[src/hdl/cell_storage_defs.svh]
// Purpose: Offsets, fields, reset values and timing counts of the cell storage block
// Assumes: 50 MHz ref_clk, 32-bit APB, byte addresses
// Notes: Definitions only
//
// Behaviour
// RQ1: A flip-flop is two cascaded cells, master latch then slave latch.
// RQ2: Clearing flop has an asynchronous clear that overrides clocking, forcing zero.
// RQ3: Presetting flop has an asynchronous preset overriding data, forcing one.
// RQ4: A cell input gates a three-state driver; data and enable polarity configurable.
// RQ5: Four latches with three-state output form a register-file slice; slices stack.
// RQ6: Global reset reaches every latch and flop without user routing, at power-up.
// RQ7: During global reset presetting flops go to one, all others to zero.
// RQ8: Global reset clears a latch only while holding; transparent latches pass data.
// RQ9: A global reset operation completes within 100 ns.
// RQ10: Master reset pin low restarts the power-on reset sequence.
// RQ11: After master reset the device stays locked out for several milliseconds.
// RQ12: Each cell has a cascade input and output on dedicated neighbour links.
// RQ13: Five AND4 cells feeding a cascaded AND4 give a twenty-input decode.
// RQ14: Flop reset comes from the dedicated global reset, never user routing.
// RQ15: A latch is transparent while its gate is high; gate and data polarity set.
// RQ16: A clearing latch adds asynchronous clear; all latches obey global reset.
// RQ17: The flop captures data at the clock edge; master open before, slave after.
`ifndef CELL_STORAGE_DEFS_SVH
`define CELL_STORAGE_DEFS_SVH

`define CTRL_OFFSET 8'h00
`define STATUS_OFFSET 8'h04
`define DECODE_POL_OFFSET 8'h08

`define CTRL_SW_RESET_BIT 0
`define CTRL_VARIANT_LSB 1
`define CTRL_VARIANT_MSB 2
`define CTRL_DRV_DATA_INV_BIT 3
`define CTRL_DRV_EN_INV_BIT 4
`define CTRL_EDGE_INV_BIT 5
`define CTRL_DATA_INV_BIT 6
`define CTRL_RESET 6'h00
`define DECODE_POL_RESET 20'h00000

`define VARIANT_CLEAR 2'h1
`define VARIANT_PRESET 2'h2

`define REF_CLK_PERIOD_NS 20
`define GLOBAL_RESET_CONTROL_TIME_NS 100
`define GLOBAL_RESET_CONTROL_CYCLES ((`GLOBAL_RESET_CONTROL_TIME_NS / `REF_CLK_PERIOD_NS) < 1 ? 1 : \
   (`GLOBAL_RESET_CONTROL_TIME_NS / `REF_CLK_PERIOD_NS))
`define LOCKOUT_TIME_MS 5
`define LOCKOUT_CYCLES ((`LOCKOUT_TIME_MS * 1000000) / `REF_CLK_PERIOD_NS)
`define SEQ_COUNT_W 18

`endif

[src/hdl/cell_storage_pkg.sv]
// Purpose: Types shared by the cell storage block
// Assumes: Constants live in cell_storage_defs.svh
// Notes: None
package cell_storage_pkg;
   typedef enum logic [1:0] {CELL_AND, CELL_SOP, CELL_LATCH, CELL_TRI} cell_mode_t;
   typedef enum {GR_PULSE, GR_LOCK, GR_RUN} global_reset_control_state_t;
endpackage

[src/hdl/cell_storage_reset.sv]
// Purpose: Cell storage row: flop, three-state driver, latch bank, wide decode, resets
// Assumes: APB slave with zero wait states; user pins synchronous to ref_clk
// Notes: Lockout length is a parameter so simulation can shorten it
`timescale 1ns/10ps
`include "cell_storage_defs.svh"
module cell_storage_reset #(
   parameter int LOCKOUT_CYCLES = `LOCKOUT_CYCLES
) (
   input wire logic ref_clk,
   input wire logic srst,
   input wire logic [7:0] paddr,
   input wire logic psel,
   input wire logic penable,
   input wire logic pwrite,
   input wire logic [31:0] pwdata,
   output logic [31:0] prdata,
   output logic pready,
   output logic pslverr,
   input wire logic masterResetPin_n,
   output logic deviceReady,
   input wire logic userClk,
   input wire logic flopData,
   input wire logic flopClearIn,
   input wire logic flopPresetIn,
   output logic flopQ,
   input wire logic driverData,
   input wire logic driverEnable,
   output logic driverOut,
   output logic driverOe,
   input wire logic bankWrite,
   input wire logic [1:0] bankWriteSel,
   input wire logic [3:0] bankData,
   input wire logic bankReadEn,
   input wire logic [1:0] bankReadSel,
   output logic [3:0] bankOut,
   output logic bankOe,
   input wire logic [19:0] decodeIn,
   output logic decodeHit
);
   localparam logic [`SEQ_COUNT_W-1:0] GLOBAL_RESET_CONTROL_LAST = `SEQ_COUNT_W'(`GLOBAL_RESET_CONTROL_CYCLES - 1);
   localparam logic [`SEQ_COUNT_W-1:0] LOCK_LAST = `SEQ_COUNT_W'(LOCKOUT_CYCLES - 1);

   cell_storage_pkg::global_reset_control_state_t seqState;
   logic [`SEQ_COUNT_W-1:0] seqCount;
   logic lockPending;
   logic globalReset;
   logic active;
   logic [5:0] ctrl;
   logic [19:0] decodePol;
   logic swReset;
   logic setupRead;
   logic accessWrite;
   logic addrHit;
   logic [31:0] readMux;
   logic [1:0] variant;
   logic flopClk;
   logic masterOut;
   logic flopClear;
   logic flopSet;
   logic presetKind;
   logic drvOe;
   logic [3:0] bankMem [4];
   logic [4:0] andOut;
   logic locked;
   logic bankGate;

   function automatic logic regHit(input logic [7:0] addr);
      regHit = (addr == `CTRL_OFFSET) || (addr == `STATUS_OFFSET) ||
               (addr == `DECODE_POL_OFFSET);
   endfunction

   function automatic logic slotWrite(input logic gate, input logic [1:0] sel,
      input logic [1:0] slot);
      slotWrite = gate && (sel == slot);
   endfunction

   // APB decode
   assign setupRead = psel & ~penable & ~pwrite;
   assign accessWrite = psel & penable & pwrite;
   assign addrHit = regHit(paddr);
   assign pready = 1'b1;
   assign pslverr = psel & penable & ~addrHit;
   assign swReset = accessWrite & (paddr == `CTRL_OFFSET) & pwdata[`CTRL_SW_RESET_BIT];

   // Control register
   always_ff @(posedge ref_clk) begin
      if (srst) begin
         ctrl <= `CTRL_RESET;
      end else if (accessWrite && paddr == `CTRL_OFFSET) begin
         ctrl <= pwdata[`CTRL_DATA_INV_BIT:`CTRL_VARIANT_LSB];
      end
   end

   // Decode polarity register
   always_ff @(posedge ref_clk) begin
      if (srst) begin
         decodePol <= `DECODE_POL_RESET;
      end else if (accessWrite && paddr == `DECODE_POL_OFFSET) begin
         decodePol <= pwdata[19:0];
      end
   end

   // Register read mux
   always_comb begin
      readMux = 32'h00000000;
      if (paddr == `CTRL_OFFSET) begin
         readMux[`CTRL_DATA_INV_BIT:`CTRL_VARIANT_LSB] = ctrl;
      end else if (paddr == `STATUS_OFFSET) begin
         readMux[0] = globalReset;
         readMux[1] = locked;
         readMux[2] = flopQ;
         readMux[3] = decodeHit;
         readMux[4] = driverOe;
         readMux[8:5] = bankOut;
      end else if (paddr == `DECODE_POL_OFFSET) begin
         readMux[19:0] = decodePol;
      end
   end

   // Read data captured in the setup cycle
   always_ff @(posedge ref_clk) begin
      if (srst) begin
         prdata <= 32'h00000000;
      end else if (setupRead) begin
         prdata <= readMux;
      end
   end

   // Global reset and master reset sequencer
   always_ff @(posedge ref_clk) begin
      if (srst) begin
         seqState <= cell_storage_pkg::GR_PULSE; // see RQ6
         seqCount <= '0;
         lockPending <= 1'b0;
      end else if (!masterResetPin_n) begin
         seqState <= cell_storage_pkg::GR_PULSE; // see RQ10
         seqCount <= '0;
         lockPending <= 1'b1; // see RQ11
      end else if (swReset && seqState == cell_storage_pkg::GR_RUN) begin
         seqState <= cell_storage_pkg::GR_PULSE;
         seqCount <= '0;
      end else begin
         unique case (seqState)
            cell_storage_pkg::GR_PULSE: begin
               if (seqCount == GLOBAL_RESET_CONTROL_LAST) begin
                  seqCount <= '0; // see RQ9
                  lockPending <= 1'b0;
                  seqState <= lockPending ? cell_storage_pkg::GR_LOCK
                                          : cell_storage_pkg::GR_RUN;
               end else begin
                  seqCount <= seqCount + 1'b1;
               end
            end
            cell_storage_pkg::GR_LOCK: begin
               if (seqCount == LOCK_LAST) begin
                  seqCount <= '0; // see RQ11
                  seqState <= cell_storage_pkg::GR_RUN;
               end else begin
                  seqCount <= seqCount + 1'b1;
               end
            end
            cell_storage_pkg::GR_RUN: begin
               seqCount <= '0;
            end
         endcase
      end
   end

   // Sequencer views
   assign globalReset = (seqState == cell_storage_pkg::GR_PULSE); // see RQ6 see RQ14
   assign active = (seqState == cell_storage_pkg::GR_RUN);
   assign deviceReady = active; // see RQ11
   assign locked = (seqState == cell_storage_pkg::GR_LOCK); // see RQ11

   // Bank write gate, closed only during lockout
   assign bankGate = bankWrite & ~locked; // see RQ8

   // Master-slave flop from two cascaded latch cells
   assign variant = ctrl[`CTRL_VARIANT_MSB-1:`CTRL_VARIANT_LSB-1];
   assign flopClk = userClk & active;
   assign flopClear = (variant == `VARIANT_CLEAR) & flopClearIn; // see RQ2
   assign flopSet = (variant == `VARIANT_PRESET) & flopPresetIn; // see RQ3
   assign presetKind = (variant == `VARIANT_PRESET); // see RQ7

   // Master latch cell
   config_logic_cell masterCell (
      .ref_clk(ref_clk),
      .srst(srst),
      .cfgMode(cell_storage_pkg::CELL_LATCH),
      .cfgInvert({2'b00, ~ctrl[`CTRL_EDGE_INV_BIT-1], ctrl[`CTRL_DATA_INV_BIT-1]}), // see RQ17
      .cfgCascade(1'b0),
      .pinIn({2'b00, flopClk, flopData}),
      .casIn(1'b0),
      .globalReset(globalReset),
      .resetValue(presetKind),
      .forceClear(flopClear),
      .forceSet(flopSet),
      .cellOut(),
      .casOut(masterOut),
      .outEnable()
   ); // see RQ1

   // Slave latch cell
   config_logic_cell slaveCell (
      .ref_clk(ref_clk),
      .srst(srst),
      .cfgMode(cell_storage_pkg::CELL_LATCH),
      .cfgInvert({2'b00, ctrl[`CTRL_EDGE_INV_BIT-1], 1'b0}), // see RQ17
      .cfgCascade(1'b1),
      .pinIn({2'b00, flopClk, 1'b0}),
      .casIn(masterOut),
      .globalReset(globalReset),
      .resetValue(presetKind),
      .forceClear(flopClear),
      .forceSet(flopSet),
      .cellOut(flopQ),
      .casOut(),
      .outEnable()
   ); // see RQ1 see RQ7

   // Gated output driver cell
   config_logic_cell driverCell (
      .ref_clk(ref_clk),
      .srst(srst),
      .cfgMode(cell_storage_pkg::CELL_TRI),
      .cfgInvert({2'b00, ctrl[`CTRL_DRV_EN_INV_BIT-1], ctrl[`CTRL_DRV_DATA_INV_BIT-1]}),
      .cfgCascade(1'b0),
      .pinIn({2'b00, driverEnable, driverData}),
      .casIn(1'b0),
      .globalReset(globalReset),
      .resetValue(1'b0),
      .forceClear(1'b0),
      .forceSet(1'b0),
      .cellOut(driverOut),
      .casOut(),
      .outEnable(drvOe)
   ); // see RQ4
   assign driverOe = drvOe & active;

   // Quad latch banks stacked as a register file
   always_ff @(posedge ref_clk) begin
      if (srst) begin
         for (int i = 0; i < 4; i++) begin
            bankMem[i] <= 4'h0;
         end
      end else begin
         for (int i = 0; i < 4; i++) begin
            if (slotWrite(bankGate, bankWriteSel, 2'(i))) begin
               bankMem[i] <= bankData; // see RQ5
            end else if (globalReset) begin
               bankMem[i] <= 4'h0; // see RQ8
            end
         end
      end
   end

   // Bank read path
   always_comb begin
      if (slotWrite(bankGate, bankWriteSel, bankReadSel)) begin
         bankOut = bankData; // see RQ8
      end else begin
         bankOut = bankMem[bankReadSel];
      end
   end
   assign bankOe = active & bankReadEn; // see RQ5

   // Twenty-input decode over cascade links
   for (genvar k = 0; k < 5; k++) begin : gAnd4
      config_logic_cell andCell (
         .ref_clk(ref_clk),
         .srst(srst),
         .cfgMode(cell_storage_pkg::CELL_AND),
         .cfgInvert(decodePol[4*k+3:4*k]),
         .cfgCascade(1'b0),
         .pinIn(decodeIn[4*k+3:4*k]),
         .casIn(1'b0),
         .globalReset(globalReset),
         .resetValue(1'b0),
         .forceClear(1'b0),
         .forceSet(1'b0),
         .cellOut(andOut[k]),
         .casOut(),
         .outEnable()
      ); // see RQ13
   end

   // Final cascaded AND
   config_logic_cell cascadeAnd (
      .ref_clk(ref_clk),
      .srst(srst),
      .cfgMode(cell_storage_pkg::CELL_AND),
      .cfgInvert(4'h0),
      .cfgCascade(1'b1),
      .pinIn(andOut[3:0]),
      .casIn(andOut[4]),
      .globalReset(globalReset),
      .resetValue(1'b0),
      .forceClear(1'b0),
      .forceSet(1'b0),
      .cellOut(decodeHit),
      .casOut(),
      .outEnable()
   ); // see RQ12 see RQ13
endmodule

[src/hdl/config_logic_cell.sv]
// Purpose: One programmable logic cell: AND, sum of products, latch or three-state
// Assumes: All inputs synchronous to ref_clk
// Notes: Latch transparency is a combinational pass; holding state is a flop
`timescale 1ns/10ps
module config_logic_cell (
   input wire logic ref_clk,
   input wire logic srst,
   input wire cell_storage_pkg::cell_mode_t cfgMode,
   input wire logic [3:0] cfgInvert,
   input wire logic cfgCascade,
   input wire logic [3:0] pinIn,
   input wire logic casIn,
   input wire logic globalReset,
   input wire logic resetValue,
   input wire logic forceClear,
   input wire logic forceSet,
   output logic cellOut,
   output logic casOut,
   output logic outEnable
);
   logic [3:0] pin;
   logic gate;
   logic data;
   logic held;

   // Free input inversion
   assign pin = pinIn ^ cfgInvert; // see RQ4 see RQ15
   assign gate = pin[1];
   assign data = cfgCascade ? casIn : pin[0]; // see RQ12

   // Latch holding state
   always_ff @(posedge ref_clk) begin
      if (srst) begin
         held <= 1'b0;
      end else if (cfgMode == cell_storage_pkg::CELL_LATCH) begin
         if (forceClear) begin
            held <= 1'b0; // see RQ2 see RQ16
         end else if (forceSet) begin
            held <= 1'b1; // see RQ3
         end else if (gate) begin
            held <= data; // see RQ15
         end else if (globalReset) begin
            held <= resetValue; // see RQ8 see RQ16
         end
      end
   end

   always_comb begin
      cellOut = 1'b0;
      outEnable = 1'b1;
      unique case (cfgMode)
         cell_storage_pkg::CELL_AND: begin
            cellOut = (&pin) & (~cfgCascade | casIn); // see RQ13
         end
         cell_storage_pkg::CELL_SOP: begin
            cellOut = (pin[0] & pin[1]) | (pin[2] & pin[3]) | (cfgCascade & casIn);
         end
         cell_storage_pkg::CELL_LATCH: begin
            if (forceClear) begin
               cellOut = 1'b0; // see RQ2
            end else if (forceSet) begin
               cellOut = 1'b1; // see RQ3
            end else if (gate) begin
               cellOut = data; // see RQ8 see RQ15
            end else begin
               cellOut = held;
            end
         end
         cell_storage_pkg::CELL_TRI: begin
            cellOut = pin[0]; // see RQ4
            outEnable = pin[1];
         end
      endcase
   end

   assign casOut = cellOut; // see RQ12
endmodule

[config.mk]
export PLATFORM = sky130hd
export DESIGN_NAME = cell_storage_reset
export DESIGN_NICKNAME = d
export VERILOG_FILES = /design/src/hdl/cell_storage_pkg.sv /design/src/hdl/cell_storage_reset.sv /design/src/hdl/config_logic_cell.sv
export VERILOG_INCLUDE_DIRS = /design/src /design/src/hdl
export SDC_FILE = /design/constraint.sdc
export NUM_CORES = 1
export LEC_CHECK = 0
export BUFFER_PORTS_ARGS = -buffer_cell sky130_fd_sc_hd__buf_2
export CAP_MARGIN = 10
export CORE_ASPECT_RATIO = 0.9
export CORE_MARGIN = 10
export CORE_UTILIZATION = 47
export DETAILED_ROUTE_END_ITERATION = 7
export PLACE_DENSITY = 0.87
export SLEW_MARGIN = 20
export SYNTH_ARGS = -nofsm -noshare
export SYNTH_HDL_FRONTEND = slang
export SYNTH_SLANG_ARGS = --single-unit
[constraint.sdc]
create_clock -name ref_clk -period 1.89 [get_ports ref_clk]
set_input_delay 0 -clock ref_clk [delete_from_list [all_inputs] [get_ports ref_clk]]
set_output_delay 0 -clock ref_clk [all_outputs]
set_load 0.02 [all_outputs]
==> results of run 1 <==
[layout by cell type (no fill, tap or decap), types with 13 or more instances in the layout]
| master | Yosys | layout |
|---|---|---|
| sky130_fd_sc_hd__buf_2 | 4 | 94 |
| sky130_fd_sc_hd__dfxtp_1 | 69 | 66 |
| sky130_fd_sc_hd__nand2_1 | 59 | 58 |
| sky130_fd_sc_hd__buf_4 | 14 | 34 |
| sky130_fd_sc_hd__nor2_1 | 30 | 30 |
| sky130_fd_sc_hd__a21oi_1 | 28 | 28 |
| sky130_fd_sc_hd__dlygate4sd3_1 | 0 | 24 |
| sky130_fd_sc_hd__xnor2_1 | 23 | 23 |
| sky130_fd_sc_hd__nor3_1 | 26 | 23 |
| sky130_fd_sc_hd__and2_1 | 20 | 20 |
| sky130_fd_sc_hd__xor2_1 | 19 | 18 |
| sky130_fd_sc_hd__edfxtp_1 | 16 | 16 |
| sky130_fd_sc_hd__a22oi_1 | 14 | 13 |
| sky130_fd_sc_hd__conb_1 | 2 | 13 |
[synth_stat cells (5+ instances only)]
master,instances,share of area (%)
sky130_fd_sc_hd__buf_4,14,2.5
sky130_fd_sc_hd__clkbuf_1,14,1.2
sky130_fd_sc_hd__xor2_1,19,3.9
sky130_fd_sc_hd__a22oi_1,14,2.5
sky130_fd_sc_hd__dfxtp_1,69,32
sky130_fd_sc_hd__mux2i_1,10,2.4
sky130_fd_sc_hd__xnor2_1,23,4.7
sky130_fd_sc_hd__ha_1,5,1.5
sky130_fd_sc_hd__and2_1,20,2.9
sky130_fd_sc_hd__a21oi_1,28,3.3
sky130_fd_sc_hd__nand2_1,59,5.2
sky130_fd_sc_hd__nor3_1,26,3.1
sky130_fd_sc_hd__nor2b_1,6,0.88
sky130_fd_sc_hd__edfxtp_1,16,11
sky130_fd_sc_hd__nand3_1,13,1.5
sky130_fd_sc_hd__nand4_1,7,1.0
sky130_fd_sc_hd__nor4_1,11,1.6
sky130_fd_sc_hd__mux2_2,5,1.3
sky130_fd_sc_hd__o21ai_0,12,1.4
sky130_fd_sc_hd__nor2_1,30,2.6
sky130_fd_sc_hd__inv_1,11,0.97
[kinds of logic after synthesis]
logic type / count (synthesis)
AO/OA/AOI/OAI: 74
XOR/XNOR: 42
adder cells (fa/ha/maj): 5
buffers and inverters: 45
flip-flops: 85
multiplexers: 19
other: 2
AND/OR/NAND/NOR: 196
[power by group]
group | leakage, nW | switching, mW | total [mW] | internal [mW]
sequential | 0.754 | 0.00809 | 1.86 | 1.85
clock | 0.0992 | 0.628 | 1.27 | 0.639
combinational | 1.57 | 0.199 | 0.373 | 0.174
[routing by layer]
| layer | wire length, um | GRT usage, % | up-vias |
|---|---|---|---|
| li1 | - | - | 1918 |
| met4 | 496 | 9.90 | 0 |
| met5 | 0 | 0 | - |
| met3 | 985 | 4.68 | 48 |
| met2 | 6630 | 32.5 | 229 |
| met1 | 5300 | 22.6 | 2008 |
[layout make-up]
class / instances / area (um^2) / share of cell area, %
tap: 119 / 149 / 2.62
multi-input combinational: 349 / 2350 / 41.4
inverter: 11 / 41.3 / 0.726
clock buffer: 11 / 141 / 2.49
clock inverter: 4 / 48.8 / 0.858
sequential: 85 / 1870 / 32.9
timing repair buffer: 161 / 1080 / 19.1
[worst register-to-register path, delay by kind of cell (launching register included)]
| family | cells | cell delay [ns] |
|---|---|---|
| muxes | 1 | 0.32 |
| and+or+nand+nor | 2 | 0.17 |
| xor gates and xnor gates | 1 | 0.20 |
| buffers and inverters | 2 | 0.29 |
| adders and majority gates | 1 | 0.19 |
| DFF | 1 | 0.33 |
| AOI/OAI and AO/OA | 1 | 0.25 |
[worst max path at each step]
stage	from	to	slack [ns]
after floorplan	seqState[1]	prdata[5]	0.07
final	seqState[1]	flopQ	0.007
after global placement	seqState[1]	prdata[8]	0.13
after CTS	seqState[1]	bankOut[0]	0.00007
after detailed placement	seqState[1]	prdata[8]	0.05
after global routing	seqState[1]	flopQ	-0.02
[state kept, by name, indices dropped and copies added, names as in the netlist]
register / flops
bankMem: 16
seqState: 2
ctrl: 6
slaveCell.held: 1
lockPending: 1
prdata: 20
seqCount: 18
decodePol: 20
masterCell.held: 1
[repair_timing]
action,CTS,global route
endpoints found under the hold margin,35,0
setup endpoints to repair,18,27
hold buffers,24,0
pin swaps,2,5
resized for setup,15,30
setup buffers,2,5
==> flow_metrics.tcl, run 1 <==
set metrics [dict create \
    power_density_nw_per_um2 615 \
    synth.mux.area_fraction_pct 5.79 \
    cts_inserted_buffers 9 \
    area_delta_synth_final_pct 33.6 \
    mappedNetlistArea_um2 4260 \
    synth_top_family_by_area "simple AND/OR/NAND/NOR gates" \
    synth_enable_flop_cells 16 \
    cp.depth 7 \
    report.final.hold_viol_count 0 \
    timing.setup.tns_ns 0 \
    synth_simple_gate_area_share_pct 23.5 \
    fin_util_pct 65.4 \
    post_layout_nonfiller_instances 740 \
    num-nets-final 704 \
    synth_xor_xnor_area_share_pct 8.64 \
    max-cap-violations 0 \
    drtPass1Iterations 5 \
    irDropWorstVdd_v 0.000366 \
    fin_worst_skew_ns 0.0130 \
    worst_hold_slack_ns 0.0189 \
    hpwlAfterDp_um 9620 \
    antenna_violations_before_repair 0 \
    placed_cell_count 694 \
    filler_cell_count 645 \
    htree_levels 3 \
    r2r-start "seqState[1]" \
    detail_route.drc_violations 0 \
    netlist_instances 468 \
    syn-mean-instance-area_um2 9.10 \
    crit_buf_inv 2 \
    global_route.overflow_total 0 \
    max-slew-margin-rel_pct 53.6 \
    yosysSeqAreaShare_pct 43.7 \
    min-delay-path-class "in2reg" \
    critPathRequiredTime_ns 1.89 \
    wire_length_of_the_first_global_routing_pass_um 20700 \
    synth_adder_area_share_pct 1.47 \
    route.vias.total 4203 \
    detail_route.wl_per_cell_um 18.1 \
    detail_route.iter0.violations 435 \
    crit_type "reg2out" \
    via_per_inst 5.68 \
    postLayoutSetupSlackWorst_ns 0.00684 \
    crit_slowest_cell "sky130_fd_sc_hd__dfxtp_2" \
    power.total_mw 3.50 \
    std_cell_rows 32 \
    final-setup-viol-count 0 \
    clk-insertion-delay-late_ns 0.35 \
    synth_async_sr_flop_share_pct 0 \
    tritoncts_num_sinks 85 \
    post_synth_num_cell_types 51 \
    synth_compound_gate_area_share_pct 11.1 \
    run_status "finished, final reports clean" \
    postPlaceCellArea_um2 5000 \
    max_freq_ghz 0.531 \
    worst_hold_startpoint "bankData[2]" \
    port_buffers 100 \
    floorplan.core_area_um2 8690 \
    cts.root.buffer_cell "sky130_fd_sc_hd__clkbuf_8" \
    gp_congestion 0.881 \
    grt_max_degree 45 \
    timing.hold.worst_endpoint "bankMem[3][2]" \
    static-leakage-power_nw 2.42 \
    critical-path-max-stage-delay_ns 0.33 \
    ys_ff_latch 85 \
    stdcell_area_um2 5690 \
    yosys_warnings 0 \
    insertedDiodeCount 0 \
    fin_crit_ns 1.88 \
    min_path_cells 2 \
    cts.path.max_buffers 2 \
    yosys_most_used_dff "sky130_fd_sc_hd__dfxtp_1" \
    critPathMaxFanout 3 \
    boundaryPins 126 \
    worstPathCellList "buf_4, ha_2, nand2_4, xor2_4, mux2i_2, a22oi_2, buf_6" \
    wl_um 13400 \
    tritoncts "done" \
    clock_transition_at_the_registers_of_the_reported_paths_ns 0.08 \
    report.final.slew_viol_count 0 \
    start_kind "flop" \
    cp-end-kind "output pin" \
    drt.antenna.violating_nets 0 \
    reg2reg_setup_slack_ns 0.04 \
    die_area_um2 13300 \
    r2r.worst_path.cells 8 \
    groute.usage.overall_pct 19.2 \
    timing_worst_slew_pin_value_ns 0.690 \
    die_h_um 110 \
    grt_pass1_vias 4206 \
    layout-drive-gt1-share_pct 30.8 \
    dp_slack_ns 0.0522 \
    crit-reg2reg-capture "prdata[2]" \
    fin_crit_sh_pct 99.6 \
    initial_core_util_pct 49.0 \
    floorplan.die.width_um 120 \
    cp_top_family "flip-flops" \
    critPathArrivalTime_ns 1.88 \
]
Note: power is estimated with default switching activity, not from simulation.
==> run 2, diff against run 1 <==
--- a/config.mk
+++ b/config.mk
@@ -6,11 +6,12 @@
 export SDC_FILE = /design/constraint.sdc
 export NUM_CORES = 1
 export LEC_CHECK = 0
+export ABC_AREA = 1
 export BUFFER_PORTS_ARGS = -buffer_cell sky130_fd_sc_hd__buf_2
 export CAP_MARGIN = 10
 export CORE_ASPECT_RATIO = 0.9
 export CORE_MARGIN = 10
-export CORE_UTILIZATION = 47
+export CORE_UTILIZATION = 48
 export DETAILED_ROUTE_END_ITERATION = 7
 export PLACE_DENSITY = 0.87
 export SLEW_MARGIN = 20
==> flow_metrics.tcl, run 2 <==
set metrics [dict create \
    max-cap-violations 0 \
    tritoncts "done" \
    cp-end-kind "output pin" \
    hpwlAfterDp_um 10000 \
    post_synth_num_cell_types 36 \
    drt.antenna.violating_nets 0 \
    yosys_most_used_dff "sky130_fd_sc_hd__dfxtp_1" \
    drtPass1Iterations 6 \
    detail_route.drc_violations 0 \
    max-slew-margin-rel_pct 54.8 \
    most_frequent_standard_cell_in_the_layout_excluding_fill_and_tap_cells "sky130_fd_sc_hd__nand2_1" \
    fin_worst_skew_ns 0.0125 \
    crit_type "reg2out" \
    antenna_violations_before_repair 0 \
    initial_core_util_pct 50.0 \
    die_h_um 113 \
    synth_async_sr_flop_share_pct 0 \
    clk-insertion-delay-late_ns 0.36 \
    share_clk_of_total_power_pct 32.6 \
    power_density_nw_per_um2 592 \
    wl_um 13500 \
    placed_cell_count 875 \
    synthDominantCellAreaShare_pct 29.8 \
    wire_length_of_the_first_global_routing_pass_um 21500 \
    floorplan.die.width_um 124 \
    global_route.overflow_total 0 \
    port_buffers 100 \
    insertedDiodeCount 0 \
    static-leakage-power_nw 2.55 \
    cts.path.max_buffers 2 \
    crit_slowest_cell "sky130_fd_sc_hd__dfxtp_2" \
    post_synth_main_area_contributors "sky130_fd_sc_hd__dfxtp_1 30%, sky130_fd_sc_hd__nand2_1 12%, sky130_fd_sc_hd__edfxtp_1 10%" \
    num-nets-final 881 \
    min-delay-path-class "in2reg" \
    cts.root.buffer_cell "sky130_fd_sc_hd__clkbuf_8" \
    synth_common_cells "148 x sky130_fd_sc_hd__nand2_1, 89 x sky130_fd_sc_hd__nor2_1, 78 x sky130_fd_sc_hd__inv_1, 69 x sky130_fd_sc_hd__dfxtp_1, 63 x sky130_fd_sc_hd__a21oi_1" \
    timing_worst_slew_pin_value_ns 0.678 \
    start_kind "flop" \
    yosysSeqAreaShare_pct 40.2 \
    via_per_inst 5.24 \
    critical-path-max-stage-delay_ns 0.35 \
    critPathArrivalTime_ns 1.84 \
    run_status "finished, final reports clean" \
    clock_transition_at_the_registers_of_the_reported_paths_ns 0.08 \
    share_seq_of_total_power_pct 54.7 \
    cp_top_family "flip-flops" \
    unrepaired_setup_endpoints_after_global_routing "yes" \
    boundaryPins 126 \
    syn-mean-instance-area_um2 6.96 \
    max_freq_ghz 0.545 \
    irDropWorstVdd_v 0.000407 \
    filler_cell_count 833 \
    final-setup-viol-count 0 \
    report.final.hold_viol_count 0 \
    tritoncts_num_sinks 85 \
    postPlaceCellArea_um2 5210 \
    layout.cells.most_common_list "143 x sky130_fd_sc_hd__nand2_1, 95 x sky130_fd_sc_hd__buf_2, 89 x sky130_fd_sc_hd__nor2_1" \
    yosys_warnings 0 \
    floorplan.core_area_um2 9250 \
    cts_inserted_buffers 9 \
    synthMostInstantiatedCell "sky130_fd_sc_hd__nand2_1" \
    worstPathCellList "inv_1, ha_2, inv_2, nand2_4, a21oi_4, nand3_4, nand2_2, o21ai_1, buf_4" \
    die_area_um2 14000 \
    power.share.combinational_pct 12.7 \
    detail_route.iter0.violations 541 \
    grt_max_degree 23 \
    detail_route.wl_per_cell_um 14.6 \
    report.final.slew_viol_count 0 \
    layout-drive-gt1-share_pct 20.8 \
    sw_frac_of_total_pct 26.6 \
    fin_crit_ns 1.84 \
    mappedNetlistArea_um2 4630 \
    htree_levels 3 \
    synth_enable_flop_cells 16 \
    worst_hold_slack_ns 0.0314 \
    fin_crit_sh_pct 97.1 \
    switching_power_uw 903 \
    ys_ff_latch 85 \
    netlist_instances 665 \
    reg_top3 "decodePol x20, prdata x20, seqCount x18" \
    post-synth-top-area-cell "sky130_fd_sc_hd__dfxtp_1" \
    std_cell_rows 33 \
    area_delta_synth_final_pct 24.1 \
    critPathMaxFanout 5 \
    cellInternalPower_mw 2.50 \
    post_layout_nonfiller_instances 921 \
    grt_pass1_vias 4530 \
    route.vias.total 4830 \
    gp_congestion 0.959 \
    timing.setup.tns_ns 0 \
    crit_buf_inv 3 \
    stdcell_area_um2 5740 \
    groute.usage.overall_pct 18.9 \
    critPathRequiredTime_ns 1.89 \
]
-- run 2: power by group through the flow --
stage	clock network (mW)	registers, mW	logic [mW]
CTS	1.12	1.86	0.394
detailed placement	0	1.90	0.346
finish	1.11	1.86	0.431
global placement	0	1.90	0.341
floorplan	0	1.90	0.218
global route	1.20	1.86	0.475
-- run 2: repair_timing --
item / CTS / global route
hold buffers: 22 / 0
setup endpoints to repair: 5 / 23
endpoints found under the hold margin: 28 / 0
gates resized for setup: 9 / 19
buffers inserted: 0 / 7
cloned: 1 / 0
pin swaps: 1 / 5
-- run 2: tightest hold or removal path, stage by stage --
cell,delay (ns)
sky130_fd_sc_hd__buf_2,0.09
sky130_fd_sc_hd__a31oi_1,0.11
sky130_fd_sc_hd__o31ai_1,0.08
sky130_fd_sc_hd__a21oi_1,0.05
-- run 2: worst paths after layout --
path / from / slack (ns) / cells after the start / to
worst max register to register: seqState[1] / 0.12 / 12 / prdata[6]
worst min register to register: prdata[6] / 0.47 / 2 / prdata[6]
worst min-delay path: flopClearIn / 0.03 / 4 / masterCell.held
worst max-delay path: seqState[1] / 0.05 / 9 / bankOut[2]
-- run 2: layout make-up --
type | instances | area (um^2) | area share (%)
inverters | 81 | 304 | 5.30
clock inverters | 5 | 27.5 | 0.479
multi-input cells | 477 | 2390 | 41.6
well taps | 122 | 153 | 2.66
flip-flops and latches | 85 | 1860 | 32.5
clock buffers | 11 | 131 | 2.29
repair buffers | 140 | 876 | 15.3
-- run 2: per-layer routing --
| metal | global-route usage, % | routed length [um] | up-vias |
|---|---|---|---|
| li1 | - | - | 2394 |
| met1 | 24.3 | 5710 | 2206 |
| met5 | 0 | 0 | - |
| met2 | 29.9 | 6270 | 199 |
| met3 | 4.08 | 1100 | 31 |
| met4 | 7.53 | 365 | 0 |
-- run 2: kinds of logic after synthesis --
kind of cell,synth area share [%]
fa+ha+maj,1.35
buf+inv,10.8
xor+xnor,3.22
other cells,0.162
compound gates,13.8
simple gates,30.4
flops,40.2
-- run 2: metrics by stage --
stage	power, mW	setup slack [ns]	util, %
after detailed placement	2.25	0.125	56.3
final	3.40	0.0540	62.1
after global routing	3.54	-0.0511	62.1
after global placement	2.24	0.198	56.3
after CTS	3.38	0.000883	60.8
after floorplan	2.12	0.0977	-
==> run 3, diff against run 2 <==
--- a/config.mk
+++ b/config.mk
@@ -13,6 +13,7 @@
 export CORE_MARGIN = 10
 export CORE_UTILIZATION = 48
 export DETAILED_ROUTE_END_ITERATION = 7
+export MAX_ROUTING_LAYER = met4
 export PLACE_DENSITY = 0.87
 export SLEW_MARGIN = 20
 export SYNTH_ARGS = -nofsm -noshare
==> flow_metrics.tcl, run 3 (synthesized netlist as in run 2, its figures left out) <==
set metrics [dict create \
    boundaryPins 126 \
    max-cap-violations 0 \
    worstPathCellList "inv_1, ha_2, nand2_2, xor2_2, nand2_1, nand3_1, nand2_1, inv_1, buf_4" \
    critPathRequiredTime_ns 1.89 \
    report.final.slew_viol_count 0 \
    power.total_mw 3.74 \
    num-nets-final 879 \
    groute.usage.overall_pct 19.3 \
    crit_buf_inv 3 \
    timing_worst_slew_pin_value_ns 0.680 \
    fin_crit_sh_pct 97.0 \
    cts.root.buffer_cell "sky130_fd_sc_hd__clkbuf_8" \
    hpwlAfterDp_um 9960 \
    detail_route.iter0.violations 428 \
    via_per_inst 5.16 \
    die_h_um 113 \
    cp-end-kind "output pin" \
    tritoncts "done" \
    global_route.overflow_total 0 \
    postLayoutSetupSlackWorst_ns 0.0574 \
    tritoncts_num_sinks 85 \
    layout-drive-gt1-share_pct 20.3 \
    max_freq_ghz 0.546 \
    r2r.worst_path.cells 10 \
    wire_length_of_the_first_global_routing_pass_um 21500 \
    fin_crit_ns 1.83 \
    cts.path.max_buffers 2 \
    floorplan.core_area_um2 9250 \
    grt_max_degree 23 \
    max-slew-margin-rel_pct 54.6 \
    critical-path-max-stage-delay_ns 0.35 \
    report.final.hold_viol_count 0 \
    wl_um 13100 \
    crit_type "reg2out" \
    drt.antenna.violating_nets 0 \
    static-leakage-power_nw 2.57 \
    cts_inserted_buffers 9 \
    min_path_cells 2 \
    run_status "finished, final reports clean" \
    layout.cells.most_common_list "146 x sky130_fd_sc_hd__nand2_1, 95 x sky130_fd_sc_hd__buf_2, 89 x sky130_fd_sc_hd__nor2_1" \
    floorplan.die.width_um 124 \
    final-setup-viol-count 0 \
    crit-reg2reg-capture "prdata[2]" \
    worst_hold_startpoint "srst" \
    std_cell_rows 33 \
    start_kind "flop" \
    clock_transition_at_the_registers_of_the_reported_paths_ns 0.09 \
    detail_route.drc_violations 0 \
    power_density_nw_per_um2 649 \
    detail_route.wl_per_cell_um 14.3 \
    crit_slowest_cell "sky130_fd_sc_hd__dfxtp_2" \
    drtPass1Iterations 5 \
    cp_top_family "simple AND/OR/NAND/NOR gates" \
    clk-insertion-delay-late_ns 0.35 \
    route.vias.total 4740 \
    grt_pass1_vias 4549 \
    htree_levels 3 \
    timing.hold.worst_endpoint "prdata[19]" \
    critPathMaxFanout 4 \
    min-delay-path-class "in2reg" \
    area_delta_synth_final_pct 24.7 \
    fin_worst_skew_ns 0.00883 \
    r2r-start "seqState[0]" \
    reg_top3 "decodePol x20, prdata x20, seqCount x18" \
    initial_core_util_pct 50.0 \
    irDropWorstVdd_v 0.000403 \
    port_buffers 100 \
    insertedDiodeCount 0 \
    gp_congestion 0.968 \
    antenna_violations_before_repair 0 \
    most_frequent_standard_cell_in_the_layout_excluding_fill_and_tap_cells "sky130_fd_sc_hd__nand2_1" \
    reg2reg_setup_slack_ns 0.17 \
    critPathArrivalTime_ns 1.83 \
    dp_slack_ns 0.132 \
    die_area_um2 14000 \
]
[run 3: cell types whose count changed in the layout (fill, tap and decap cells not counted), moves of 2 or more]
cell,delta
sky130_fd_sc_hd__buf_6,-2
sky130_fd_sc_hd__clkbuf_16,+2
sky130_fd_sc_hd__clkinv_2,-4
sky130_fd_sc_hd__nand2_1,+3
sky130_fd_sc_hd__nand2_2,-3
sky130_fd_sc_hd__nand3_4,-2
[run 3: stage by stage]
step	instance area (um^2)	utilization (%)	hold WS, ns	std cells	setup TNS [ns]
CTS	5710	61.7	0.0317	916	0
global route	5770	62.4	0.0527	919	-0.0540
global placement	5200	56.2	0.213	874	0
floorplan	4670	-	0.111	676	0
detailed placement	5200	56.2	0.215	874	0
finish	5770	62.4	0.0356	919	0
[run 3: cell type report]
class / count / area, um^2
sequential: 85 / 1860
fill: 834 / 3480
clock inverter: 3 / 45.0
inverter: 81 / 304
timing repair buffer: 139 / 863
multi-input combinational: 476 / 2350
tap: 122 / 153
clock buffer: 13 / 191
[run 3: how the worst max path moves through the flow]
stage                       endpoint         from  slack (ns)  depth (start not counted)
after detailed placement   prdata[5]  seqState[1]        0.13                         11
final                          flopQ  seqState[0]        0.06                          9
after global placement     prdata[2]  seqState[0]        0.20                         10
after CTS                 bankOut[0]  seqState[1]        0.03                          9
after global routing           flopQ  seqState[0]       -0.04                          9
after floorplan            prdata[5]  seqState[1]         0.1                         11
[run 3: routing by layer]
metal / GRT usage, % / part of all wire [%] / wire (um)
met5: - / 0 / 0
met4: 5.66 / 1.9 / 250
met3: 3.53 / 7.1 / 928
met2: 30.5 / 47 / 6140
met1: 24.5 / 44 / 5820
[run 3: timing repair]
action	in CTS	in global routing
pin swaps	1	4
hold buffers	23	0
hold endpoints to repair	29	0
resized for setup	8	14
setup buffers	3	3
setup endpoints to repair	5	22
[run 3: where the power goes]
| group | switching, mW | internal [mW] |
|---|---|---|
| clock network | 0.660 | 0.815 |
| registers | 0.00745 | 1.85 |
| logic | 0.242 | 0.169 |
